[config.mk]
export PLATFORM = sky130hd
export DESIGN_NAME = cmwls_tracker
export DESIGN_NICKNAME = d
export VERILOG_FILES = /design/src/verilog/cmwls_line_mem.v /design/src/verilog/cmwls_tracker.v
export VERILOG_INCLUDE_DIRS = /design/src /design/src/verilog
export SDC_FILE = /design/constraint.sdc
export NUM_CORES = 1
export LEC_CHECK = 0
export BUFFER_PORTS_ARGS = -buffer_cell sky130_fd_sc_hd__buf_2
export CAP_MARGIN = 20
export CORE_MARGIN = 2
export CORE_UTILIZATION = 55
export CTS_CLUSTER_DIAMETER = 60
export CTS_CLUSTER_SIZE = 40
export DETAILED_ROUTE_END_ITERATION = 6
export PLACE_DENSITY_LB_ADDON = 0.15
export SLEW_MARGIN = 20
export SYNTH_ARGS = -nofsm -noshare
export SYNTH_HDL_FRONTEND = slang
export SYNTH_SLANG_ARGS = --single-unit
[constraint.sdc]
create_clock -name REF_CLK -period 2.55 [get_ports REF_CLK]
set_input_delay 0.255 -clock REF_CLK [delete_from_list [all_inputs] [get_ports REF_CLK]]
set_output_delay 0.255 -clock REF_CLK [all_outputs]
set_load 0.02 [all_outputs]
[src/verilog/cmwls_map.vh]
// Constants for the coherent make and write line-state tracker
`ifndef CMWLS_MAP_VH
`define CMWLS_MAP_VH

// Transaction codes on the user request and the address channels
`define CMWLS_OP_W 3
`define CMWLS_OP_MAKE_UNIQUE 3'h0
`define CMWLS_OP_MAKE_INVALID 3'h1
`define CMWLS_OP_WRITE_NO_SNOOP 3'h2
`define CMWLS_OP_WRITE_UNIQUE 3'h3
`define CMWLS_OP_WRITE_LINE_UNIQUE 3'h4

// Cache line states
`define CMWLS_ST_W 3
`define CMWLS_ST_I 3'h0
`define CMWLS_ST_UC 3'h1
`define CMWLS_ST_UD 3'h2
`define CMWLS_ST_SC 3'h3
`define CMWLS_ST_SD 3'h4
`define CMWLS_ST_RESET 3'h0

// Line store geometry: one word per line
`define CMWLS_IDX_W 4
`define CMWLS_LINES 16
`define CMWLS_DATA_W 32
`define CMWLS_STRB_W 4
`define CMWLS_STRB_FULL 4'hf

// Response bits shared and pass-dirty, both must be clear for Make
`define CMWLS_RESP_CLEAN 2'h0

// Error codes reported with completion
`define CMWLS_ERR_W 3
`define CMWLS_ERR_NONE 3'h0
`define CMWLS_ERR_REGION 3'h1
`define CMWLS_ERR_PARTIAL 3'h2
`define CMWLS_ERR_DIRTY 3'h3
`define CMWLS_ERR_RESP 3'h4
`define CMWLS_ERR_END 3'h5
`define CMWLS_ERR_OP 3'h6

`endif

[src/verilog/cmwls_line_mem.v]
// Line state and data store with registered read port
`include "cmwls_map.vh"

module cmwls_line_mem (
  input wire clk,
  input wire nrst,
  input wire ce,
  input wire we,
  input wire [`CMWLS_IDX_W-1:0] waddr,
  input wire [`CMWLS_ST_W-1:0] wstate,
  input wire [`CMWLS_DATA_W-1:0] wdata,
  input wire [`CMWLS_IDX_W-1:0] raddr,
  output reg [`CMWLS_ST_W-1:0] rstate,
  output reg [`CMWLS_DATA_W-1:0] rdata
);
  reg [`CMWLS_ST_W-1:0] state_mem [0:`CMWLS_LINES-1];
  reg [`CMWLS_DATA_W-1:0] data_mem [0:`CMWLS_LINES-1];
  integer i;

  // States reset so every line starts Invalid; data needs no reset
  always @(posedge clk or negedge nrst) begin
    if (!nrst) begin
      for (i = 0; i < `CMWLS_LINES; i = i + 1) begin
        state_mem[i] <= `CMWLS_ST_RESET;
      end
      rstate <= `CMWLS_ST_RESET;
    end else if (ce) begin
      if (we) begin
        state_mem[waddr] <= wstate;
      end
      rstate <= state_mem[raddr];
    end
  end

  always @(posedge clk) begin
    if (ce) begin
      if (we) begin
        data_mem[waddr] <= wdata;
      end
      rdata <= data_mem[raddr];
    end
  end
endmodule // cmwls_line_mem

[src/verilog/cmwls_tracker.v]
// Master-side line-state tracker for Make and Write coherent transactions
`include "cmwls_map.vh"

// Overview of operation
// Make requests go out on read address, Write requests on write address.
// MakeUnique only for shareable memory; ends Unique, no data, other copies gone.
// MakeUnique is accepted only together with a full-line store.
// Interconnect answers MakeUnique with shared and pass-dirty both clear.
// MakeUnique with full store ends UD; only UD or SD are legal.
// MakeInvalid is a broadcast invalidate in shareable or non-shareable memory.
// A valid local copy is invalidated before MakeInvalid is issued.
// MakeInvalid starts I, answer bits clear, ends I always.
// WriteNoSnoop only for non-shareable memory.
// WriteNoSnoop keeps I, dirty or shared lines become UC; I, UC, SC legal.
// A line leaves Invalid only after a full-line store.
// WriteUnique only for shareable memory, single write to main memory.
// WriteUnique keeps I, UC/SC end SC; snoop filter allows only SC.
// Clean holder updates its copy when the WriteUnique response arrives.
// WriteLineUnique only shareable and with every byte strobed.
// WriteLineUnique keeps I, UC/SC end SC; snoop filter allows only SC.
// Clean holder updates its copy when the WriteLineUnique response arrives.
// Write-backs drain before unique writes; none start until they complete.
// Bad response bits or illegal end states are reported as errors.
module cmwls_tracker (
  input wire REF_CLK,
  input wire NRST,
  input wire CE,
  input wire SNOOP_FILTER,
  input wire REQ_VALID,
  input wire [`CMWLS_OP_W-1:0] REQ_OP,
  input wire [`CMWLS_IDX_W-1:0] REQ_INDEX,
  input wire REQ_SHAREABLE,
  input wire [`CMWLS_DATA_W-1:0] REQ_DATA,
  input wire [`CMWLS_STRB_W-1:0] REQ_STROBE,
  input wire REQ_ALT_EN,
  input wire [`CMWLS_ST_W-1:0] REQ_ALT_STATE,
  output reg REQ_READY,
  output reg DONE,
  output reg [`CMWLS_ST_W-1:0] DONE_STATE,
  output reg ERR,
  output reg [`CMWLS_ERR_W-1:0] ERR_CODE,
  input wire WB_PENDING,
  output reg WB_BLOCK,
  output reg RD_ADDR_VALID,
  input wire RD_ADDR_READY,
  output reg WR_ADDR_VALID,
  input wire WR_ADDR_READY,
  output reg [`CMWLS_OP_W-1:0] ADDR_OP,
  output reg [`CMWLS_IDX_W-1:0] ADDR_INDEX,
  output reg ADDR_SHAREABLE,
  output reg [`CMWLS_DATA_W-1:0] WR_DATA,
  output reg [`CMWLS_STRB_W-1:0] WR_STROBE,
  input wire RD_RESP_VALID,
  input wire RD_RESP_SHARED,
  input wire RD_RESP_PASS_DIRTY,
  input wire WR_RESP_VALID
);
  localparam [2:0] S_IDLE = 3'h0;
  localparam [2:0] S_LOOK = 3'h1;
  localparam [2:0] S_WAIT_WB = 3'h2;
  localparam [2:0] S_ISSUE = 3'h3;
  localparam [2:0] S_WAIT = 3'h4;

  function is_make;
    input [`CMWLS_OP_W-1:0] op;
    begin
      is_make = (op == `CMWLS_OP_MAKE_UNIQUE) || (op == `CMWLS_OP_MAKE_INVALID);
    end
  endfunction

  function is_uniq_wr;
    input [`CMWLS_OP_W-1:0] op;
    begin
      is_uniq_wr = (op == `CMWLS_OP_WRITE_UNIQUE) || (op == `CMWLS_OP_WRITE_LINE_UNIQUE);
    end
  endfunction

  function is_dirty;
    input [`CMWLS_ST_W-1:0] st;
    begin
      is_dirty = (st == `CMWLS_ST_UD) || (st == `CMWLS_ST_SD);
    end
  endfunction

  // Expected end state of each transaction
  function [`CMWLS_ST_W-1:0] expect_end;
    input [`CMWLS_OP_W-1:0] op;
    input [`CMWLS_ST_W-1:0] st;
    begin
      case (op)
        `CMWLS_OP_MAKE_UNIQUE: expect_end = `CMWLS_ST_UD;
        `CMWLS_OP_MAKE_INVALID: expect_end = `CMWLS_ST_I;
        `CMWLS_OP_WRITE_NO_SNOOP: begin
          expect_end = (st == `CMWLS_ST_I) ? `CMWLS_ST_I : `CMWLS_ST_UC;
        end
        default: begin
          expect_end = (st == `CMWLS_ST_I) ? `CMWLS_ST_I : `CMWLS_ST_SC;
        end
      endcase
    end
  endfunction

  // Legal end states per transaction, start state and snoop-filter setting
  function legal_end;
    input [`CMWLS_OP_W-1:0] op;
    input [`CMWLS_ST_W-1:0] st;
    input [`CMWLS_ST_W-1:0] en;
    input sf;
    input full;
    begin
      case (op)
        `CMWLS_OP_MAKE_UNIQUE: begin
          legal_end = (en == `CMWLS_ST_UD) || (en == `CMWLS_ST_SD);
        end
        `CMWLS_OP_MAKE_INVALID: legal_end = (en == `CMWLS_ST_I);
        `CMWLS_OP_WRITE_NO_SNOOP: begin
          legal_end = (en == `CMWLS_ST_I) ||
                      (((en == `CMWLS_ST_UC) || (en == `CMWLS_ST_SC)) &&
                       ((st != `CMWLS_ST_I) || full));
        end
        `CMWLS_OP_WRITE_UNIQUE, `CMWLS_OP_WRITE_LINE_UNIQUE: begin
          if (st == `CMWLS_ST_I) begin
            legal_end = (en == `CMWLS_ST_I);
          end else begin
            legal_end = (en == `CMWLS_ST_SC) || (!sf && (en == `CMWLS_ST_I));
          end
        end
        default: legal_end = 1'b0;
      endcase
    end
  endfunction

  function [`CMWLS_DATA_W-1:0] merge;
    input [`CMWLS_DATA_W-1:0] old_d;
    input [`CMWLS_DATA_W-1:0] new_d;
    input [`CMWLS_STRB_W-1:0] strb;
    integer b;
    begin
      merge = old_d;
      for (b = 0; b < `CMWLS_STRB_W; b = b + 1) begin
        if (strb[b]) begin
          merge[b*8 +: 8] = new_d[b*8 +: 8];
        end
      end
    end
  endfunction

  reg sf_meta_reg;
  reg sf_reg;
  reg [2:0] state_reg, state_next;
  reg [`CMWLS_ST_W-1:0] start_reg, start_next;
  reg [`CMWLS_DATA_W-1:0] old_data_reg, old_data_next;
  reg alt_en_reg;
  reg [`CMWLS_ST_W-1:0] alt_st_reg;
  reg [`CMWLS_ERR_W-1:0] look_err;
  reg [`CMWLS_ST_W-1:0] end_st;
  reg [`CMWLS_ERR_W-1:0] fin_err;
  reg resp_hit;
  reg mem_we;
  reg [`CMWLS_ST_W-1:0] mem_wstate;
  reg [`CMWLS_DATA_W-1:0] mem_wdata;
  wire [`CMWLS_ST_W-1:0] mem_rstate;
  wire [`CMWLS_DATA_W-1:0] mem_rdata;
  wire full_line;
  wire addr_taken;

  assign full_line = (WR_STROBE == `CMWLS_STRB_FULL);
  assign addr_taken = (RD_ADDR_VALID && RD_ADDR_READY) || (WR_ADDR_VALID && WR_ADDR_READY);

  cmwls_line_mem u_mem (
    .clk(REF_CLK),
    .nrst(NRST),
    .ce(CE),
    .we(mem_we),
    .waddr(ADDR_INDEX),
    .wstate(mem_wstate),
    .wdata(mem_wdata),
    .raddr(REQ_INDEX),
    .rstate(mem_rstate),
    .rdata(mem_rdata)
  );

  // Look-up checks on the captured request and the stored start state
  always @* begin
    look_err = `CMWLS_ERR_NONE;
    case (ADDR_OP)
      `CMWLS_OP_MAKE_UNIQUE: begin
        if (!ADDR_SHAREABLE) look_err = `CMWLS_ERR_REGION;
        else if (!full_line) look_err = `CMWLS_ERR_PARTIAL;
      end
      `CMWLS_OP_MAKE_INVALID: look_err = `CMWLS_ERR_NONE;
      `CMWLS_OP_WRITE_NO_SNOOP: begin
        if (ADDR_SHAREABLE) look_err = `CMWLS_ERR_REGION;
      end
      `CMWLS_OP_WRITE_UNIQUE: begin
        if (!ADDR_SHAREABLE) look_err = `CMWLS_ERR_REGION;
        else if (is_dirty(mem_rstate)) look_err = `CMWLS_ERR_DIRTY;
      end
      `CMWLS_OP_WRITE_LINE_UNIQUE: begin
        if (!ADDR_SHAREABLE) look_err = `CMWLS_ERR_REGION;
        else if (!full_line) look_err = `CMWLS_ERR_PARTIAL;
        else if (is_dirty(mem_rstate)) look_err = `CMWLS_ERR_DIRTY;
      end
      default: look_err = `CMWLS_ERR_OP;
    endcase
  end

  // Completion: pick end state, check answer bits and legality
  always @* begin
    resp_hit = is_make(ADDR_OP) ? RD_RESP_VALID : WR_RESP_VALID;
    fin_err = `CMWLS_ERR_NONE;
    end_st = expect_end(ADDR_OP, start_reg);
    if (is_make(ADDR_OP) &&
        ({RD_RESP_SHARED, RD_RESP_PASS_DIRTY} != `CMWLS_RESP_CLEAN)) begin
      fin_err = `CMWLS_ERR_RESP;
      end_st = start_reg;
    end else if (alt_en_reg) begin
      if (legal_end(ADDR_OP, start_reg, alt_st_reg, sf_reg, full_line)) begin
        end_st = alt_st_reg;
      end else begin
        fin_err = `CMWLS_ERR_END;
      end
    end
  end

  always @* begin
    state_next = state_reg;
    start_next = start_reg;
    old_data_next = old_data_reg;
    mem_we = 1'b0;
    mem_wstate = `CMWLS_ST_I;
    mem_wdata = old_data_reg;
    case (state_reg)
      S_IDLE: begin
        if (REQ_VALID) state_next = S_LOOK;
      end
      S_LOOK: begin
        start_next = mem_rstate;
        old_data_next = mem_rdata;
        if (look_err != `CMWLS_ERR_NONE) begin
          state_next = S_IDLE;
        end else if (ADDR_OP == `CMWLS_OP_MAKE_INVALID) begin
          // Own copy dropped first so the broadcast starts from Invalid
          mem_we = (mem_rstate != `CMWLS_ST_I);
          mem_wdata = mem_rdata;
          start_next = `CMWLS_ST_I;
          state_next = S_ISSUE;
        end else if (is_uniq_wr(ADDR_OP) && WB_PENDING) begin
          state_next = S_WAIT_WB;
        end else begin
          state_next = S_ISSUE;
        end
      end
      S_WAIT_WB: begin
        if (!WB_PENDING) state_next = S_ISSUE;
      end
      S_ISSUE: begin
        if (addr_taken) state_next = S_WAIT;
      end
      S_WAIT: begin
        if (resp_hit) begin
          state_next = S_IDLE;
          mem_we = 1'b1;
          mem_wstate = end_st;
          // Store coupled to the response: a stale copy is never visible
          if ((ADDR_OP == `CMWLS_OP_MAKE_UNIQUE) || (end_st != `CMWLS_ST_I)) begin
            mem_wdata = merge(old_data_reg, WR_DATA, WR_STROBE);
          end
        end
      end
      default: state_next = S_IDLE;
    endcase
  end

  always @(posedge REF_CLK or negedge NRST) begin
    if (!NRST) begin
      sf_meta_reg <= 1'b0;
      sf_reg <= 1'b0;
      state_reg <= S_IDLE;
      start_reg <= `CMWLS_ST_I;
      old_data_reg <= 32'h0;
      alt_en_reg <= 1'b0;
      alt_st_reg <= `CMWLS_ST_I;
      REQ_READY <= 1'b0;
      DONE <= 1'b0;
      DONE_STATE <= `CMWLS_ST_I;
      ERR <= 1'b0;
      ERR_CODE <= `CMWLS_ERR_NONE;
      WB_BLOCK <= 1'b0;
      RD_ADDR_VALID <= 1'b0;
      WR_ADDR_VALID <= 1'b0;
      ADDR_OP <= `CMWLS_OP_MAKE_UNIQUE;
      ADDR_INDEX <= 4'h0;
      ADDR_SHAREABLE <= 1'b0;
      WR_DATA <= 32'h0;
      WR_STROBE <= 4'h0;
    end else if (CE) begin
      sf_meta_reg <= SNOOP_FILTER;
      sf_reg <= sf_meta_reg;
      state_reg <= state_next;
      start_reg <= start_next;
      old_data_reg <= old_data_next;
      REQ_READY <= (state_next == S_IDLE);
      DONE <= 1'b0;
      ERR <= 1'b0;
      if ((state_reg == S_IDLE) && REQ_VALID) begin
        ADDR_OP <= REQ_OP;
        ADDR_INDEX <= REQ_INDEX;
        ADDR_SHAREABLE <= REQ_SHAREABLE;
        WR_DATA <= REQ_DATA;
        WR_STROBE <= REQ_STROBE;
        alt_en_reg <= REQ_ALT_EN;
        alt_st_reg <= REQ_ALT_STATE;
      end
      if ((state_reg == S_LOOK) && (look_err != `CMWLS_ERR_NONE)) begin
        DONE <= 1'b1;
        DONE_STATE <= mem_rstate;
        ERR <= 1'b1;
        ERR_CODE <= look_err;
      end
      // Unique writes hold off new write-backs until they complete
      if ((state_reg == S_LOOK) && (state_next != S_IDLE) && is_uniq_wr(ADDR_OP)) begin
        WB_BLOCK <= 1'b1;
      end
      if ((state_reg != S_ISSUE) && (state_next == S_ISSUE)) begin
        RD_ADDR_VALID <= is_make(ADDR_OP);
        WR_ADDR_VALID <= !is_make(ADDR_OP);
      end else if (addr_taken) begin
        RD_ADDR_VALID <= 1'b0;
        WR_ADDR_VALID <= 1'b0;
      end
      if ((state_reg == S_WAIT) && resp_hit) begin
        DONE <= 1'b1;
        DONE_STATE <= end_st;
        ERR <= (fin_err != `CMWLS_ERR_NONE);
        ERR_CODE <= fin_err;
        WB_BLOCK <= 1'b0;
      end
    end
  end
endmodule // cmwls_tracker
### Word-level counts from Yosys, hierarchy flattened

Index checks and enable logic that the tools add are counted.

| word-level totals | value |
|---|---|
| memories | 0 |
| bits of input ports | 60 |
| register bits after elaboration | 119 |
| RAM bits | 0 |
| logic and storage cells | 159 |
| ROM bits | 0 |
| bits in latches | 0 |

| cells by class | value |
|---|---|
| $lt $le $gt $ge | 3 |
| equal/unequal tests | 17 |
| reductions and logical operators | 45 |
| mux-type cells | 56 |
| shift operators | 0 |
| divide/modulo/power cells | 0 |
| bitwise operators | 2 |
| add/sub/neg operators | 0 |
| $mul | 0 |

Operators by type and width:

| cell | number |
|---|---|
| 2-to-1 mux 3 bit | 24 |
| bitwise mux 48 bit | 1 |
| case mux 3 bit (5 select lines) | 2 |
| equality test 3 x 2 -> 1 bit (second input constant) | 8 |
| 2-to-1 mux 1 bit | 19 |
| zero test 3 bit | 5 |
| nonzero test 3 bit | 5 |
| logical AND 1 bit | 13 |
| binary-select mux 3 bit (select 4 bit) | 1 |
| demux 3 bit (select 4 bit) | 1 |
| equality test 3 bit (second input constant) | 4 |
| AND reduction 2 bit | 6 |
| >= comparator 5 bit (second input constant) | 2 |
| 2-to-1 mux 2 bit | 5 |
| inverter 4 -> 5 bit | 2 |
| equality test 3 x 1 -> 1 bit (second input constant) | 3 |
| logical OR 1 bit | 9 |
| nonzero test 2 bit | 4 |
| case mux 2 bit (3 select lines) | 1 |
| < comparator 5 x 1 -> 1 bit (second input constant) | 1 |
| equality test 4 bit (second input constant) | 1 |
| case mux 1 bit (4 select lines) | 1 |
| != test 3 x 2 -> 1 bit (second input constant) | 1 |
| zero test 1 bit | 2 |
| other kinds (2) | 2 |

### Longest topological paths before layout

Gate-level depths: netlist (run 1).

| depth | value |
|---|---|
| word-level depth | 14 |
| mapped depth | 9 |
| depth with buffers taken out | 6 |

### Hierarchy

A second synthesis (run 1) with hierarchy kept.

| unflattened totals | value |
|---|---|
| cells, all modules | 1,371 |
| area, all modules | 27,752.9 um^2 |

Modules (own cells, without submodules):

| module | sequential area each (um^2) | instances | cells an instance | area an instance (um^2) |
|---|---|---|---|---|
| cmwls_line_mem | 17,611.9 | 1 | 900 | 22,651.7 |
| cmwls_tracker | 2,502.4 | 1 | 471 | 5,101.1 |

### Worst setup path after synthesis (run 1)

Ideal clock, no wire load.

| timing path | value |
|---|---|
| path kind | flip-flop to flip-flop |
| from | reg ADDR_OP[0] |
| to | reg u_mem.state_mem[46] (netlist name) |
| path buffers | 1 |
| stages on the path, launching flop included | 8 |
| slack | 117 ps |
| required time | 2,425 ps |
| arrival time | 2,308 ps |
| cell sequence | dfrtp_1 nor2_1 o211ai_1 a311o_1 o2111a_1 o31a_1 buf_6 mux2_2 |

| on the way | value |
|---|---|
| longest elaborated chain between the ends | 11 |

Ends and longest elaborated chain:

| what | RTL line | source |
|---|---|---|
| start: declaration | cmwls_tracker.v:48 | `` output reg [`CMWLS_OP_W-1:0] ADDR_OP, `` |
| start signal: assignment | cmwls_tracker.v:292 | `` ADDR_OP <= `CMWLS_OP_MAKE_UNIQUE; `` |
| equality test 3 x 2 -> 1 bit / equality test 3 bit (equally long branches) | n/a |  |
| OR reduction 2 bit | cmwls_tracker.v:111 | `case (op)` |
| case mux 1 bit (4 select lines) | cmwls_tracker.v:111 |  |
| 2-to-1 mux 1 bit | cmwls_tracker.v:217 | `end else if (alt_en_reg) begin` |
| 2-to-1 mux 1 bit | cmwls_tracker.v:213 | `if (is_make(ADDR_OP) &&` |
| 2-to-1 mux 3 bit | cmwls_tracker.v:218 | `if (legal_end(ADDR_OP, start_reg, alt_st_reg, sf_reg, full_line)) begin` |
| 2-to-1 mux 3 bit | cmwls_tracker.v:217 |  |
| 2-to-1 mux 3 bit | cmwls_tracker.v:213 |  |
| 2-to-1 mux 3 bit | cmwls_tracker.v:261 | `if (resp_hit) begin` |
| 2-to-1 mux 3 bit | cmwls_tracker.v:233 | `case (state_reg)` |
| bitwise mux 48 bit | cmwls_line_mem.v:29 | `state_mem[waddr] <= wstate;` |
| end signal: indexed assignment | cmwls_line_mem.v:24 | `` state_mem[i] <= `CMWLS_ST_RESET; `` |
| end signal: indexed assignment | cmwls_line_mem.v:29 |  |
| end: declaration | cmwls_line_mem.v:16 | `` reg [`CMWLS_ST_W-1:0] state_mem [0:`CMWLS_LINES-1]; `` |

Several ways; a longest one is shown, not always the timed one. The select of a mux whose other input is x is not followed.
A chain may end at the register's enable or synchronous reset.

### Worst setup path in the final report (run 1)

| timing path | value |
|---|---|
| from | reg ADDR_OP[1] |
| to | reg u_mem.state_mem[36] (netlist name) |

Same word-level chain as after synthesis.

==> impl_metrics.yaml, run 1 <==
run_status:
  outcome: "finished, final reports clean"
yosys:
  synth.most_common_cell: "dfrtp_1"
  synth.area.top_cells: "dfrtp_1, mux2_2, mux4_2, nand2_1, a21oi_1"
  synth_area_leader_cell: "dfrtp_1"
  synth_edf_count: 0
  ys_async_sr_fraction_pct: 100
  netlist_top_cells_count: "dfrtp_1, mux2_2, nand2_1, a21oi_1, nor2_1"
  synth_area_per_cell_um2: 12.7
  syn_area_um2: 5580
  yosys.area.top_type_share_pct: 53.4
  ys_types: 59
  ys_ff_latch: 119
  postSynthCellCount: 438
  ys_seq_area_share_pct: 53.4
  syn_nets: 498
  synth-warning-count: 0
  synth_ff_type: "dfrtp_1"
global_route:
  use_met3_pct: 6.49
  grt_overflow: 0
  gr-usage-met1_pct: 32.3
  first_global_vias: 4476
  grt_util_met2_pct: 45.6
  antenna_found_initial: 0
  top_usage_layer: "met2"
  grt_max_degree: 74
  grt_use_total_pct: 26.5
  grt_pass1_wl_um: 22500
floorplan:
  core_region_area_um2: 9820
  io_pins: 116
  fp.dieH_um: 105
  initial_core_util_pct: 56.8
  rows: 36
  die_area_um2: 11000
  die_w_um: 105
clock_network:
  cts_tree: "yes"
  cts.sinks: 119
  clk_latency_ns: 0.52
  cts_setup_buffers: 0
  cts-root-buf: "clkbuf_8"
  htreeDepth: 4
  cts_buffers: 17
  path_clk_slew_ns: 0.06
  clock_path_buffers: 2
timing:
  finalHoldViolCount: 0
  fin_crit_sh_pct: 95.7
  tightest_slew_ns: 0.670
  period_needed_ns: 2.44
  fmax_mhz: 410
  slew_violations: 0
  clock_skew_ns: 0.00548
  finalSetupViolations: 0
  grt_setup_unrepaired: "no"
  max_slew_margin_pct: 54.6
  tns_ns: 0
cells_and_area:
  final_layout_size_suffix_gt1_share_pct: 45.0
  reg.largest.list: "u_mem.state_mem: 48 flops, WR_DATA: 32 flops"
  post-route-util_pct: 76.1
  fillers: 661
  nets: 680
  largest_reg_flops: 48
  stdcell_area_um2: 7480
  antenna_cells: 0
  regMostFlops: "u_mem.state_mem"
  area_delta_synth_final_pct: 34.1
critical_path:
  crit_type: "flop to flop"
  slowest_delay_ns: 0.46
  arrival_ns: 2.84
  rr_startpoint: "ADDR_OP[1]"
  cp_num_buf_inv: 0
  critPathLaunch: "ADDR_OP[1]"
  endpoint_kind: "flop"
  worstPathRequired_ns: 2.95
  critPathTopFamily: "simple AND/OR/NAND/NOR gates"
  critPathMaxFanout: 5
  startpoint_type: "flop"
  slowest_stage: "or3b_1"
  path_cells: "or3b_1, a21o_1, a21oi_1, and3_1, and2_1, mux2_2"
power_and_ir_drop:
  ir_drop_uv: 542
  p_per_area_nw_per_um2: 1070
  power_leakage_nw: 3.50
routing:
  first_iter_violations: 260
  drcViolationCount: 0
  wl_per_cell_um: 17.8
  routed_wl_um: 13700
  drt_first_pass_iters: 5
  vias_per_cell: 5.66
  ant_nets: 0
  vias: 4336
placement:
  post_dp_cell_area_um2: 6410
  dp_hpwl_um: 9030
  portBuffers: 115
  gp_congestion: 0.815
flow_run:
  drv_cap: 0
hold_path:
  hold_path_startpoint: "REQ_INDEX[3]"
  hold_path_class: "input port to flop"
## report_power, final
group	internal (W)	leakage (nW)	total, W	switching (W)
clock network	0.00153	0.285	0.00238	0.000851
registers	0.00240	1.53	0.00286	0.000456
logic	0.00121	1.68	0.00276	0.00155
total	0.00514	3.50	0.00800	0.00286
## through the flow
stage | instances | setup slack (ns) | hold slack [ns] | total power [W]
after detailed placement | 688 | 0.0781 | 0.107 | 0.00555
after CTS | 766 | 0.0450 | 0.0544 | 0.00799
after floorplan | 438 | 0.117 | -0.0406 | 0.00457
after global placement | 688 | 0.136 | 0.107 | 0.00548
after global routing | 766 | 0.00773 | 0.0421 | 0.00842
final | 766 | 0.109 | 0.0672 | 0.00800
## cell type report
cell class | count | area (um2) | area share [%]
clock buffer | 19 | 442 | 5.91
sequential | 119 | 2980 | 39.8
timing repair buffer | 184 | 1220 | 16.4
inverter | 7 | 26.3 | 0.351
clock inverter | 13 | 154 | 2.06
tap | 133 | 166 | 2.23
multi-input combinational | 291 | 2490 | 33.2
## worst reg2reg max path: cells and delay by family, from the launching register on
family / cells / cell delay [ns]
flops: 1 / 0.42
simple gates: 3 / 1.02
mux: 1 / 0.36
compound gates: 2 / 0.53
## path summary, 6_finish.rpt
| kind | cells past startpoint | to | slack [ns] |
|---|---|---|---|
| worst min register to register | 1 | DONE | 0.47 |
| max in group asynchronous | 3 | WR_DATA[15] | 1.75 |
| worst max-delay path | 6 | u_mem.state_mem[36] | 0.11 |
| worst min-delay path | 2 | ADDR_INDEX[3] | 0.07 |
| min in group asynchronous | 2 | DONE | 0.12 |
| worst max register to register | 6 | u_mem.state_mem[36] | 0.11 |
## layer usage
metal / vias to the layer above / wire [um]
met1: 2156 / 5520
met3: 37 / 577
li1: 2000 / -
met4: 0 / 400
met5: - / 0
met2: 143 / 7160
## placed cells by master (no fill, tap or decap), types with 3 or more instances in the layout
| master | n |
|---|---|
| a21o_1 | 4 |
| a21oi_1 | 16 |
| a31oi_1 | 5 |
| buf_2 | 114 |
| buf_4 | 23 |
| bufinv_16 | 3 |
| clkbuf_16 | 16 |
| clkbuf_8 | 3 |
| clkinv_2 | 5 |
| clkinvlp_4 | 4 |
| dfrtp_1 | 118 |
| dlygate4sd3_1 | 46 |
| inv_1 | 6 |
| mux2_1 | 5 |
| mux2_2 | 87 |
| mux2i_1 | 6 |
| mux4_2 | 15 |
| nand2_1 | 36 |
| nand2b_1 | 3 |
| nand3_1 | 9 |
| nand3b_1 | 3 |
| nand4_1 | 3 |
| nor2_1 | 16 |
| nor2b_1 | 4 |
| o21ai_0 | 15 |
| o21ai_1 | 10 |
| o22ai_1 | 3 |
## kinds of logic after synthesis
| family | Yosys count | share of synthesized area [%] |
|---|---|---|
| buf+inv | 28 | 2.15 |
| xor+xnor | 2 | 0.314 |
| compound gates | 79 | 9.26 |
| simple gates | 97 | 9.17 |
| flops | 119 | 53.4 |
| mux | 113 | 25.7 |
## timing repair
action | in CTS | in global routing
setup endpoints to repair | 0 | 21
resized for setup | 0 | 3
hold buffers | 46 | 0
endpoints found under the hold margin | 164 | 0
No activity file was read; power rests on OpenSTA's default activity.
==> run 2, diff against run 1 <==
--- a/config.mk
+++ b/config.mk
@@ -10,10 +10,9 @@
 export CAP_MARGIN = 20
 export CORE_MARGIN = 2
 export CORE_UTILIZATION = 55
-export CTS_CLUSTER_DIAMETER = 60
 export CTS_CLUSTER_SIZE = 40
 export DETAILED_ROUTE_END_ITERATION = 6
-export PLACE_DENSITY_LB_ADDON = 0.15
+export PLACE_DENSITY_LB_ADDON = 0.05
 export SLEW_MARGIN = 20
 export SYNTH_ARGS = -nofsm -noshare
 export SYNTH_HDL_FRONTEND = slang
==> run 2 against run 1 <==
First-iteration DRC count down 30%. Register-to-register slack about the same. Routed wire length up 0.70%. Utilization down 0.48 points. Hold slack better by 0.016 ns. Critical path depth down 1. Critical path type unchanged. Largest cell class unchanged.
==> impl_metrics.yaml, run 2 (synthesized netlist as in run 1, its figures left out) <==
cells_and_area:
  area_delta_synth_final_pct: 33.2
  instances_no_fill: 763
  final_layout_size_suffix_gt1_share_pct: 44.0
  multiInputGateArea_um2: 2490
  reg.largest.list: "u_mem.state_mem: 48 flops, WR_DATA: 32 flops"
  fillers: 696
  largest_reg_flops: 48
  nets: 678
  antenna_cells: 0
  final_common_cell: "dfrtp_1"
  regMostFlops: "u_mem.state_mem"
  layout.area.seq_um2: 2980
  final_cell_mix: "dfrtp_1, buf_2, mux2_2"
clock_network:
  clk_latency_ns: 0.51
  cts_setup_buffers: 0
  clock_path_buffers: 2
  cts_tree: "yes"
  htreeDepth: 4
  path_clk_slew_ns: 0.05
  cts-root-buf: "clkbuf_8"
  cts.sinks: 119
  cts_buffers: 17
routing:
  ant_nets: 0
  routed_wl_um: 13800
  drcViolationCount: 0
  wl_per_cell_um: 18.0
  vias_per_cell: 5.66
  drt_first_pass_iters: 5
  vias: 4315
  first_iter_violations: 182
floorplan:
  die_w_um: 105
  initial_core_util_pct: 56.8
  fp.dieH_um: 105
  core_region_area_um2: 9820
  die_area_um2: 11000
  rows: 36
  io_pins: 116
critical_path:
  endpoint_kind: "flop"
  arrival_ns: 2.84
  worstPathRequired_ns: 2.94
  slowest_stage: "dfrtp_2"
  startpoint_type: "flop"
  crit_type: "flop to flop"
  critPathMaxFanout: 13
  path_cells: "or3b_1, a21o_1, a2111o_1, nor3b_2, mux2_2"
  slowest_delay_ns: 0.48
placement:
  gp_congestion: 0.880
  placed_cells: 686
  dp_hpwl_um: 9230
  portBuffers: 115
power_and_ir_drop:
  p_seq_share_pct: 36.6
  power_frac_clock_pct: 28.6
  p_comb_share_pct: 34.8
  p_sw_w: 0.00281
  p_per_area_nw_per_um2: 1060
  p_sw_share_pct: 35.8
  power_w: 0.00784
  internal_power_w: 0.00503
  power_leakage_nw: 3.47
  ir_drop_uv: 562
global_route:
  grt_max_degree: 48
  grt_overflow: 0
  first_global_vias: 4516
  grt_use_total_pct: 26.5
  antenna_found_initial: 0
  grt_pass1_wl_um: 22700
timing:
  clock_skew_ns: 0.00734
  max_slew_margin_pct: 54.1
  tightest_slew_ns: 0.677
  whs_ns: 0.0836
  period_needed_ns: 2.45
  grt_setup_unrepaired: "yes"
  fmax_mhz: 408
  slew_violations: 0
  finalSetupViolations: 0
  fin_crit_sh_pct: 96.2
  finalHoldViolCount: 0
flow_run:
  drv_cap: 0
run_status:
  outcome: "finished, final reports clean"
hold_path:
  hold_path_class: "input port to flop"
==> run 2: timing repair <==
action,in CTS,in global routing
hold buffers,46,0
endpoints found under the setup margin,0,28
endpoints found under the hold margin,86,0
resized for setup,0,3
==> run 2: layout make-up <==
| type | instances | area share [%] |
|---|---|---|
| multi-input combinational | 291 | 33.6 |
| clock buffer | 23 | 6.15 |
| tap | 133 | 2.24 |
| clock inverter | 8 | 1.33 |
| sequential | 119 | 40.1 |
| timing repair buffer | 182 | 16.3 |
| inverter | 7 | 0.354 |
==> run 2: power groups by stage <==
stage,clock (W),sequential [W],combinational (W)
after floorplan,0,0.00330,0.00127
after global placement,0,0.00285,0.00261
after detailed placement,0,0.00288,0.00265
after CTS,0.00226,0.00285,0.00272
after global routing,0.00235,0.00295,0.00295
final,0.00224,0.00287,0.00273
==> run 2: path summary, 6_finish.rpt <==
| check | slack [ns] | cells after the start | startpoint | end |
|---|---|---|---|---|
| max in group asynchronous | 1.46 | 3 | NRST | u_mem.state_mem[3] |
| worst max register to register | 0.1 | 5 | ADDR_OP[1] | u_mem.state_mem[29] |
| worst max-delay path | 0.1 | 5 | ADDR_OP[1] | u_mem.state_mem[29] |
| min in group asynchronous | 0.27 | 2 | NRST | WR_DATA[18] |
| worst min-delay path | 0.08 | 2 | REQ_INDEX[3] | ADDR_INDEX[3] |
| worst min register to register | 0.48 | 1 | DONE | DONE |
==> run 2: metrics by stage <==
step	setup slack, ns	area (um2)	setup TNS, ns	util, %
floorplan	0.117	5580	0	-
global placement	0.139	6400	0	65.2
detailed placement	0.0670	6400	0	65.2
CTS	0.0598	7410	0	75.5
global route	-0.0143	7430	-0.0710	75.7
finish	0.0977	7430	0	75.7
==> run 2: per-layer routing <==
metal  vias to the layer above  share of wire (%)  global-route usage (%)  wire [um]
met3                        14                4.0                    5.43        546
li1                       1989                  -                       -          -
met4                         0                1.4                    8.67        193
met5                         -                  0                       0          0
met1                      2199                 41                    32.8       5690
met2                       113                 53                    46.7       7320
==> run 2: worst max-delay path, delay by kind of cell, from the launching register on <==
| kind | cells | cell delay [ns] |
|---|---|---|
| AND/OR/NAND/NOR | 2 | 0.76 |
| AO/OA/AOI/OAI | 2 | 0.73 |
| flip-flops | 1 | 0.48 |
| multiplexers | 1 | 0.37 |
==> run 3, diff against run 2 <==
--- a/config.mk
+++ b/config.mk
@@ -13,6 +13,7 @@
 export CTS_CLUSTER_SIZE = 40
 export DETAILED_ROUTE_END_ITERATION = 6
 export PLACE_DENSITY_LB_ADDON = 0.05
+export REMOVE_ABC_BUFFERS = 1
 export SLEW_MARGIN = 20
 export SYNTH_ARGS = -nofsm -noshare
 export SYNTH_HDL_FRONTEND = slang
==> run 3 against run 2 <==
Sequential power barely moved. Sequential share of layout area fell by 0.60 points. Power rose by 3.7%. Fmax fell by 0.58%. Hold slack got worse by 0.021 ns. Sequential cell count did not move. Critical endpoint is now u_mem.state_mem[40].
==> impl_metrics.yaml, run 3 (synthesized netlist as in run 1, its figures left out) <==
routing:
  drt_first_pass_iters: 5
  drcViolationCount: 0
  vias_per_cell: 5.72
  vias: 4402
  wl_per_cell_um: 18.8
  first_iter_violations: 249
  ant_nets: 0
  routed_wl_um: 14500
cells_and_area:
  final_cell_mix: "dfrtp_1, buf_2, mux2_2"
  fillers: 626
  antenna_cells: 0
  nets: 683
  final_common_cell: "dfrtp_1"
  regMostFlops: "u_mem.state_mem"
  final_layout_size_suffix_gt1_share_pct: 46.2
  post-route-util_pct: 76.9
  reg.largest.list: "u_mem.state_mem: 48 flops, WR_DATA: 32 flops"
  largest_reg_flops: 48
  area_delta_synth_final_pct: 35.4
global_route:
  grt_use_total_pct: 27.5
  antenna_found_initial: 0
  grt_overflow: 0
  first_global_vias: 4517
  grt_max_degree: 74
  grt_pass1_wl_um: 23300
power_and_ir_drop:
  power_w: 0.00813
  p_per_area_nw_per_um2: 1080
  ir_drop_uv: 717
  power_leakage_nw: 3.53
timing:
  grt_setup_unrepaired: "no"
  finalHoldViolCount: 0
  clock_skew_ns: 0.00834
  fmax_mhz: 405
  slew_violations: 0
  fin_crit_sh_pct: 96.7
  max_slew_margin_pct: 57.2
  finalSetupViolations: 0
  tightest_slew_ns: 0.631
  period_needed_ns: 2.47
critical_path:
  slowest_stage: "a2111o_1"
  slowest_delay_ns: 0.52
  startpoint_type: "flop"
  worstPathRequired_ns: 2.94
  crit_type: "flop to flop"
  arrival_ns: 2.86
  endpoint_kind: "flop"
  cp_num_buf_inv: 0
  path_cells: "or3b_4, a21o_1, a2111o_1, or3_4, mux2_2"
  critPathMaxFanout: 12
  critPathTopFamily: "simple AND/OR/NAND/NOR gates"
floorplan:
  rows: 36
  die_area_um2: 11000
  die_w_um: 105
  initial_core_util_pct: 56.8
  fp.dieH_um: 105
  core_region_area_um2: 9820
  io_pins: 116
hold_path:
  hold_path_class: "input port to flop"
clock_network:
  clock_path_buffers: 2
  cts_tree: "yes"
  cts_buffers: 17
  cts.sinks: 119
  cts-root-buf: "clkbuf_8"
  path_clk_slew_ns: 0.06
  clk_latency_ns: 0.51
  htreeDepth: 4
run_status:
  outcome: "finished, final reports clean"
placement:
  portBuffers: 115
  gp_congestion: 0.884
  dp_hpwl_um: 9290
flow_run:
  drv_cap: 0
run 3: final cells by class:
class / count / area (um2) / share of cell area [%]
tap: 133 / 166 / 2.20
sequential: 119 / 2980 / 39.5
multi-input combinational: 291 / 2520 / 33.4
timing repair buffer: 187 / 1270 / 16.8
clock buffer: 19 / 432 / 5.72
inverter: 7 / 26.3 / 0.348
clock inverter: 13 / 154 / 2.04
run 3: power breakdown:
group          internal, W  switching, W  leakage, nW
logic              0.00127       0.00160         1.72
clock network      0.00151      0.000863        0.280
registers          0.00241      0.000485         1.53
total              0.00519       0.00295         3.53
run 3: stage by stage:
stage	cell area (um2)	TNS, ns	setup slack [ns]	hold slack (ns)	std cells
final	7550	0	0.0834	0.0627	769
after global routing	7550	0	0.00588	0.0623	769
after CTS	7480	0	0.0413	0.0415	766
after detailed placement	6430	-0.225	-0.0539	0.110	688
after global placement	6430	0	0.0812	0.113	688
after floorplan	5480	-15.20	-0.317	-0.0406	417
run 3: routing by layer:
layer	up-vias	global-route usage (%)	wire (um)
li1	2012	-	-
met1	2178	36.0	6150
met2	187	43.3	7050
met3	25	7.80	1000
met4	0	11.3	257
met5	-	0	0
run 3: path summary, 6_finish.rpt:
path / endpoint / depth (start not counted) / slack (ns) / start
hold / removal: ADDR_INDEX[3] / 2 / 0.06 / REQ_INDEX[3]
hold reg to reg: DONE / 1 / 0.47 / DONE
setup / recovery: u_mem.state_mem[40] / 5 / 0.08 / ADDR_OP[2]
max in group asynchronous: u_mem.state_mem[17] / 3 / 1.74 / NRST
setup reg to reg: u_mem.state_mem[40] / 5 / 0.08 / ADDR_OP[2]
min in group asynchronous: u_mem.state_mem[11] / 2 / 0.14 / NRST
run 3: repair_timing:
action / 4_1_cts / 5_1_grt
gates resized for setup: 4 / 8
hold buffers: 46 / 0
buffers inserted: 0 / 3
endpoints found under the hold margin: 164 / 0
endpoints found under the setup margin: 13 / 29
pin swaps: 0 / 2
